$ cat src/pciad_pkg.sv
package pciad_pkg;

  // Bus widths and lane geometry.
  localparam int AD_W = 32;
  localparam int CBE_W = 4;
  localparam int LANE_W = 8;

  // Byte-swap select bit position inside the byte-order control register.
  localparam int BSWAP_BIT = 2;
  localparam logic [AD_W-1:0] BOC_RESET = 32'h0000_0000;

  // Linear burst order code driven on the two lowest lines in the address phase.
  localparam logic [1:0] BURST_LINEAR = 2'h0;

  // Bus commands used by the block.
  localparam logic [CBE_W-1:0] CMD_IO_READ = 4'h2;
  localparam logic [CBE_W-1:0] CMD_IO_WRITE = 4'h3;
  localparam logic [CBE_W-1:0] CMD_MEM_READ = 4'h6;
  localparam logic [CBE_W-1:0] CMD_MEM_WRITE = 4'h7;

  // Clock figures: bus rate limit and core clock period.
  localparam int BUS_MAX_MHZ = 33;
  localparam int CORE_PERIOD_NS = 4;

  // Bus cycle states.
  typedef enum logic [2:0] {
    PCIAD_IDLE,
    PCIAD_M_ADDR,
    PCIAD_M_DATA,
    PCIAD_M_TURN,
    PCIAD_S_DATA,
    PCIAD_S_TURN
  } pciad_state_t;

endpackage

$ cat src/pciad_pin_logic.sv
`timescale 1ns/1ps
// Summary of operation
// [RQ1] The first clock of a transaction carries the byte address on the shared lines and later clocks carry data.
// [RQ2] Data is little endian by default, lines 7 to 0 being the lowest byte and lines 31 to 24 the highest.
// [RQ3] With the byte-swap select bit set, FIFO data alone is byte-reversed to big endian.
// [RQ4] As master the address phase drives the double-word address on lines 31 to 2 and zeros on lines 1 and 0.
// [RQ5] When not master the block watches the shared lines for an address hitting its I/O slave space.
// [RQ6] The block drives the shared lines in data phases of master writes and slave reads.
// [RQ7] The block captures the shared lines in data phases of master reads and slave writes.
// [RQ8] While bus reset is high every shared pin is an input only, for the connectivity test chain.
// [RQ9] The command lines carry the command in the address phase and active-low byte enables in data phases.
// [RQ10] Byte enable 0 qualifies lines 7 to 0 and byte enable 3 qualifies lines 31 to 24.
// [RQ11] Byte enables follow physical lanes whatever the byte-swap setting.
// [RQ12] Every bus signal is sampled on the rising clock edge.
// [RQ13] The logic is static and works at any bus rate down to a stopped clock.
// [RQ14] As slave the block drives device-select low once it has decoded an access to itself.
// [RQ15] The block samples device-select to learn whether any agent claimed its own master access.
// [RQ16] As master the block asserts frame to begin, holds it, and releases it in the final data phase.
// [RQ17] Drivers for the shared lines are off whenever the block is not sending on them.
module pciad_pin_logic
  import pciad_pkg::*;
#(
  parameter logic [AD_W-1:0] IO_BASE = 32'h0000_1000,
  parameter logic [AD_W-1:0] IO_MASK = 32'hffff_ff80
) (
  // Clock, reset and enable.
  input wire logic core_clk_i,
  input wire logic rst_i,
  input wire logic ce_i,
  // Byte-order control, the swap bit selects big endian for FIFO data.
  input wire logic [AD_W-1:0] byte_order_control_reg_i,
  // Address and data lines.
  input wire logic [AD_W-1:0] ad_i,
  output logic [AD_W-1:0] ad_o,
  output logic ad_oe_o,
  // Command and byte-enable lines, active low enables.
  input wire logic [CBE_W-1:0] cbe_n_i,
  output logic [CBE_W-1:0] cbe_n_o,
  output logic cbe_oe_o,
  // Frame, ready and select lines, all active low.
  input wire logic frame_n_i,
  output logic frame_n_o,
  output logic frame_oe_o,
  input wire logic irdy_n_i,
  output logic irdy_n_o,
  output logic irdy_oe_o,
  input wire logic trdy_n_i,
  output logic trdy_n_o,
  output logic trdy_oe_o,
  input wire logic devsel_n_i,
  output logic devsel_n_o,
  output logic devsel_oe_o,
  // Grant from the arbiter, active low.
  input wire logic gnt_n_i,
  // Master request from the DMA side.
  input wire logic mreq_i,
  input wire logic mwrite_i,
  input wire logic mfifo_i,
  input wire logic [AD_W-1:0] maddr_i,
  input wire logic [AD_W-1:0] mwdata_i,
  input wire logic [CBE_W-1:0] mbe_n_i,
  input wire logic mlast_i,
  output logic mbusy_o,
  output logic mdata_ack_o,
  output logic [AD_W-1:0] mrdata_o,
  output logic mclaimed_o,
  // Slave side towards the register file.
  input wire logic [AD_W-1:0] srdata_i,
  output logic swr_o,
  output logic srd_o,
  output logic [AD_W-1:0] saddr_o,
  output logic [AD_W-1:0] swdata_o,
  output logic [CBE_W-1:0] sbe_n_o
);

  pciad_state_t state;
  pciad_state_t next_state;
  logic m_write;
  logic m_fifo;
  logic [AD_W-1:0] m_addr;
  logic s_write;
  logic [AD_W-1:0] s_addr;
  logic frame_n_q;

  // Byte reversal, used in both directions of FIFO data.
  function automatic logic [AD_W-1:0] swap_bytes(input logic [AD_W-1:0] d);
    swap_bytes = {d[7:0], d[15:8], d[23:16], d[31:24]};
  endfunction

  // [RQ2] [RQ3] Lane order select.
  wire logic swap_on = byte_order_control_reg_i[BSWAP_BIT];
  wire logic m_swap = swap_on & m_fifo;
  wire logic [AD_W-1:0] m_wdata_lane = m_swap ? swap_bytes(mwdata_i) : mwdata_i;
  wire logic [AD_W-1:0] m_rdata_lane = m_swap ? swap_bytes(ad_i) : ad_i;

  // [RQ5] Slave address decode while not master.
  wire logic bus_idle = frame_n_i & irdy_n_i;
  // [RQ1] Address only on the falling frame edge, never in another agent's data phase.
  wire logic frame_start = ~frame_n_i & frame_n_q & (state == PCIAD_IDLE);
  wire logic io_cmd = (cbe_n_i == CMD_IO_READ) | (cbe_n_i == CMD_IO_WRITE);
  wire logic addr_hit = ((ad_i & IO_MASK) == (IO_BASE & IO_MASK));
  wire logic slave_hit = frame_start & io_cmd & addr_hit;
  wire logic m_start = (state == PCIAD_IDLE) & mreq_i & ~gnt_n_i & bus_idle & ~slave_hit;

  // Data phase completion conditions.
  wire logic m_xfer = (state == PCIAD_M_DATA) & ~trdy_n_i & ~irdy_n_o;
  wire logic s_xfer = (state == PCIAD_S_DATA) & ~irdy_n_i;

  // Previous frame level; it resets to the idle level, so a frame already low when reset ends is taken as a falling edge.
  always_ff @(posedge core_clk_i or posedge rst_i) begin
    if (rst_i) begin
      frame_n_q <= 1'b1;
    end else if (ce_i) begin
      frame_n_q <= frame_n_i;
    end
  end

  // Next state selection.
  always_comb begin
    next_state = state;
    case (state)
      PCIAD_IDLE: begin
        if (slave_hit) begin
          next_state = PCIAD_S_DATA;
        end else if (m_start) begin
          next_state = PCIAD_M_ADDR;
        end
      end
      PCIAD_M_ADDR: next_state = PCIAD_M_DATA;
      PCIAD_M_DATA: begin
        if (m_xfer & frame_n_o) begin
          next_state = PCIAD_M_TURN;
        end
      end
      PCIAD_S_DATA: begin
        if (s_xfer & frame_n_i) begin
          next_state = PCIAD_S_TURN;
        end
      end
      default: next_state = PCIAD_IDLE;
    endcase
  end

  // [RQ12] [RQ13] Static state, updated only on enabled rising edges.
  always_ff @(posedge core_clk_i or posedge rst_i) begin
    if (rst_i) begin
      state <= PCIAD_IDLE;
    end else if (ce_i) begin
      state <= next_state;
    end
  end

  // Captured transaction attributes.
  always_ff @(posedge core_clk_i or posedge rst_i) begin
    if (rst_i) begin
      m_write <= 1'b0;
      m_fifo <= 1'b0;
      m_addr <= '0;
      s_write <= 1'b0;
      s_addr <= '0;
    end else if (ce_i) begin
      if (m_start) begin
        m_write <= mwrite_i;
        m_fifo <= mfifo_i;
        m_addr <= maddr_i;
      end
      // [RQ1] Address taken in the first clock of a slave access.
      if (slave_hit) begin
        s_write <= (cbe_n_i == CMD_IO_WRITE);
        s_addr <= ad_i;
      end
    end
  end

  // [RQ6] [RQ7] Data captured or presented in data phases.
  always_ff @(posedge core_clk_i or posedge rst_i) begin
    if (rst_i) begin
      mrdata_o <= '0;
      mclaimed_o <= 1'b0;
      swdata_o <= '0;
      sbe_n_o <= '1;
    end else if (ce_i) begin
      if (m_xfer & ~m_write) begin
        mrdata_o <= m_rdata_lane;
      end
      // [RQ15] Claim seen by any agent.
      if (state == PCIAD_M_DATA) begin
        mclaimed_o <= ~devsel_n_i;
      end else if (m_start) begin
        mclaimed_o <= 1'b0;
      end
      // [RQ11] Enables kept by physical lane.
      if (s_xfer & s_write) begin
        swdata_o <= ad_i;
        sbe_n_o <= cbe_n_i;
      end
    end
  end

  // Phase decode for pin drive.
  wire logic in_maddr = (state == PCIAD_M_ADDR);
  wire logic in_mdata = (state == PCIAD_M_DATA);
  wire logic in_sdata = (state == PCIAD_S_DATA);

  // [RQ8] [RQ17] Drivers only in owned phases, never while reset is high.
  // [RQ6] Write data or slave read data on the lines.
  assign ad_oe_o = ~rst_i & (in_maddr | (in_mdata & m_write) | (in_sdata & ~s_write));
  assign cbe_oe_o = ~rst_i & (in_maddr | in_mdata);
  assign frame_oe_o = ~rst_i & (in_maddr | in_mdata);
  assign irdy_oe_o = ~rst_i & (in_mdata | (state == PCIAD_M_TURN));
  assign trdy_oe_o = ~rst_i & (in_sdata | (state == PCIAD_S_TURN));
  assign devsel_oe_o = trdy_oe_o;

  // [RQ4] Double-word address with linear burst order.
  // [RQ1] Address first, then data.
  assign ad_o = in_maddr ? {m_addr[AD_W-1:2], BURST_LINEAR} : (in_mdata ? m_wdata_lane : srdata_i);
  // [RQ9] [RQ10] Command first, then lane enables.
  assign cbe_n_o = in_maddr ? (m_write ? CMD_MEM_WRITE : CMD_MEM_READ) : mbe_n_i;
  // [RQ16] Frame held until the final data phase.
  assign frame_n_o = ~(in_maddr | (in_mdata & ~mlast_i));
  assign irdy_n_o = ~in_mdata;
  // [RQ14] Select and ready driven once decoded.
  assign devsel_n_o = ~in_sdata;
  assign trdy_n_o = ~in_sdata;

  // Handshakes towards the inner side.
  assign mbusy_o = (state != PCIAD_IDLE) & (state != PCIAD_S_DATA) & (state != PCIAD_S_TURN);
  assign mdata_ack_o = m_xfer;
  assign srd_o = s_xfer & ~s_write;
  assign swr_o = s_xfer & s_write;
  assign saddr_o = s_addr;
endmodule // pciad_pin_logic

$ cat config.mk
export PLATFORM = sky130hd
export DESIGN_NAME = pciad_pin_logic
export DESIGN_NICKNAME = d
export VERILOG_FILES = /design/src/pciad_pkg.sv /design/src/pciad_pin_logic.sv
export SDC_FILE = /design/constraint.sdc
export NUM_CORES = 1
export LEC_CHECK = 0
export BUFFER_PORTS_ARGS = -buffer_cell sky130_fd_sc_hd__buf_2
export CAP_MARGIN = 10
export CORE_ASPECT_RATIO = 0.7
export CORE_MARGIN = 5
export CORE_UTILIZATION = 41
export CTS_CLUSTER_DIAMETER = 60
export CTS_CLUSTER_SIZE = 40
export DETAILED_ROUTE_END_ITERATION = 16
export HOLD_SLACK_MARGIN = 0.08
export PLACE_DENSITY = 0.86
export SYNTH_ARGS = -nofsm -noshare
export SYNTH_HDL_FRONTEND = slang
export SYNTH_SLANG_ARGS = --single-unit
$ cat constraint.sdc
create_clock -name core_clk_i -period 5.12 [get_ports core_clk_i]
set_clock_uncertainty 0.2 [all_clocks]
set_input_delay 1.024 -clock core_clk_i [delete_from_list [all_inputs] [get_ports core_clk_i]]
set_output_delay 1.024 -clock core_clk_i [all_outputs]
set_load 0.01 [all_outputs]
==> results.py <==
metrics = {
    "worst_setup_path": {
        "worst-setup-path-type": "register to output port",
        "worst-path-max-fanout": 36,
        "cp.arrival_ns": 2.57,
        "crit_path_end_kind": "output port",
        "start_kind": "register",
        "required_ns": 3.90,
    },
    "timing": {
        "fin_ws_ns": 1.32,
        "hold_viol": 0,
        "fin_crit_sh": 0.742,
        "fin_tns_setup_ns": 0,
        "fmax_mhz": 263,
        "fin_crit_ns": 3.80,
        "relSlewSlack": 0.251,
        "rsz0062_at_grt": "false",
        "whs_ns": 0.275,
        "report.final.slew_viol_count": 0,
        "tightest_slew_ns": 1.12,
        "finalSetupViolCount": 0,
    },
    "clock_network": {
        "path_clk_slew_ns": 0.06,
        "cts_root_buf": "clkbuf_16",
        "cts_sinks": 138,
        "holdBufCountCts": 0,
        "postCtsSetupBuffers": 0,
        "cts_tree": "done",
        "clock_path_buffers": 2,
        "numCtsBuffers": 17,
        "clkLatencyLatePin_ns": 0.41,
        "ctsHtreeMaxLevel": 4,
        "cts_resized": 0,
    },
    "place": {
        "post-place-ws_ns": 1.52,
        "finalWeightedCongestion": 0.867,
        "io_buffers": 297,
        "placed_area_um2": 8100,
        "hpwl_um": 14500,
    },
    "global_route": {
        "grt-ovfl-total": 0,
        "grt_pass1_vias": 5665,
        "antenna_found_initial": 0,
        "grt.total_usage": 0.208,
        "grt_max_degree": 85,
        "grt_pass1_wl_um": 30500,
    },
    "synth": {
        "synth_compound_area_frac": 0.0954,
        "ys_ff_latch": 138,
        "synth_xor_area_frac": 0,
        "synth_fa_ha_area_frac": 0,
        "synthTopCellsByArea": "dfrtp_1 (51%), mux2i_1 (9.9%), mux2_2 (8.4%)",
        "syn-cell-area_um2": 6460,
        "synth.avg_cell_area_um2": 12.2,
        "synth_edf_count": 0,
        "synth_common_cells": "dfrtp_1 (133), o21ai_0 (65), mux2i_1 (64), mux2_2 (48), nand2_1 (36)",
        "synth_top_area_cell": "dfrtp_1",
        "synthFlopType": "dfrtp_1",
        "ys_types": 35,
        "synth_top_family_by_area": "multiplexers",
        "synth-seq-area-share": 0.535,
        "yosys_warnings": 0,
        "synth.most_common_cell": "dfrtp_1",
        "synth-simple-area-share": 0.0865,
        "async_flop_share": 1.00,
        "yosys.area.top_type_share": 0.515,
        "synthMuxAreaShare": 0.252,
        "syn-num-nets": 708,
        "netlist_instances": 528,
    },
    "routing": {
        "routed_wl_um": 19400,
        "firstDrtPassIters": 4,
        "ant_nets": 0,
        "drt_iter0_drc": 417,
        "route.detailed.drc": 0,
        "via_per_inst": 5.25,
        "vias": 5390,
        "routedWlPerCell_um": 18.9,
    },
    "floorplanning": {
        "die_w_um": 160,
        "die_area_um2": 18400,
        "core-area_um2": 15500,
        "num_rows": 38,
        "die_h_um": 115,
        "start_util": 0.417,
        "ios": 331,
    },
    "power": {
        "p_comb_frac": 0.326,
        "intPower_mw": 2.67,
        "ir_worst_vdd_uv": 268,
        "power_frac_clock": 0.316,
        "pwr-share-seq": 0.358,
        "leakagePower_nw": 5.13,
        "cellPowerDensity_nw_per_um2": 468,
        "p_switching_mw": 1.41,
        "sw_frac_of_total": 0.346,
    },
    "status": {
        "run_status": "finished clean",
    },
    "final_layout": {
        "drive_above_1_share": 0.519,
        "synthToLayoutAreaGrowth_pct": 34.9,
        "n_antenna_cell": 0,
        "fin_area_um2": 8720,
        "num-nets-final": 994,
    },
    "hold_path": {
        "hold_class": "register to register",
    },
    "run": {
        "cap_violations": 0,
    },
}
cell usage in the layout (no fill, tap or decap), types with 17 or more instances in the layout:
master | netlist | layout
nor2b_1 | 29 | 29
o21ai_0 | 65 | 65
nand2_1 | 36 | 35
buf_2 | 2 | 297
mux2i_1 | 64 | 64
clkbuf_16 | 0 | 17
mux2_4 | 30 | 30
mux2_2 | 48 | 48
a22oi_1 | 30 | 30
dfrtp_1 | 133 | 133
final timing paths:
check | from | to | slack [ns] | cells past startpoint
setup / recovery | state[1]$_DFFE_PP0P_ | ad_o[20] | 1.32 | 4
hold / removal | mrdata_o[7]$_DFFE_PP0P_ | mrdata_o[7]$_DFFE_PP0P_ | 0.27 | 2
setup reg to reg | state[1]$_DFFE_PP0P_ | mrdata_o[20]$_DFFE_PP0P_ | 2.09 | 4
hold reg to reg | mrdata_o[7]$_DFFE_PP0P_ | mrdata_o[7]$_DFFE_PP0P_ | 0.27 | 2
max in group asynchronous | rst_i | m_addr[30]$_DFFE_PP0P_ | 3.20 | 3
min in group asynchronous | rst_i | m_addr[31]$_DFFE_PP0P_ | 0.60 | 2
worst max-delay path: stages, from the launching register on:
cell and delay, ns:
dfrtp_1 0.55, nor3b_1 0.56, inv_2 0.41, o21ai_0 0.42, buf_2 0.21
flip-flops by register name (all words and copies together), names as in the netlist:
name	count
mrdata_o	32
saddr_o	32
swdata_o	32
m_addr	30
sbe_n_o	4
state	3
frame_n_q	1
m_fifo	1
m_write	1
mclaimed_o	1
s_write	1
through the flow:
| stage | utilization | instances | power [mW] |
|---|---|---|---|
| 6_report | 0.563 | 1027 | 4.08 |
| 5_1_grt | 0.563 | 1027 | 4.31 |
| 4_1_cts | 0.563 | 1027 | 4.11 |
| 3_5_place_dp | 0.523 | 995 | 2.81 |
| 3_3_place_gp | 0.523 | 995 | 2.76 |
| 2_1_floorplan | - | 528 | 2.23 |
power by group through the flow:
stage	clock (mW)	sequential, mW	combinational, mW
after CTS	1.31	1.46	1.34
final	1.29	1.46	1.33
after detailed placement	0	1.48	1.33
after floorplan	0	1.50	0.735
after global placement	0	1.46	1.30
after global routing	1.36	1.49	1.46
area by class of cell:
cell class                 count  area, µm²
clock inverter                11        159
fill                        1318       6780
tap                          200        250
multi-input combinational    349       2830
sequential                   138       3460
clock buffer                  21        460
inverter                       4       20.0
timing repair buffer         304       1540
metal layers:
metal / up-vias / wire length [µm] / track usage / share of wire
met2: 212 / 9330 / 0.338 / 0.48
met3: 22 / 1310 / 0.0552 / 0.067
li1: 2480 / - / - / -
met4: 0 / 384 / 0.0699 / 0.020
met1: 2676 / 8390 / 0.273 / 0.43
met5: - / 0 / 0 / 0
cells by family (layout without fill, tap and decap cells):
logic type,Yosys count,after routing
AND/OR/NAND/NOR,103,103
buffers and inverters,41,340
AO/OA/AOI/OAI,104,104
multiplexers,142,142
flip-flops,138,138
No activity file was read; power rests on OpenSTA's default activity.
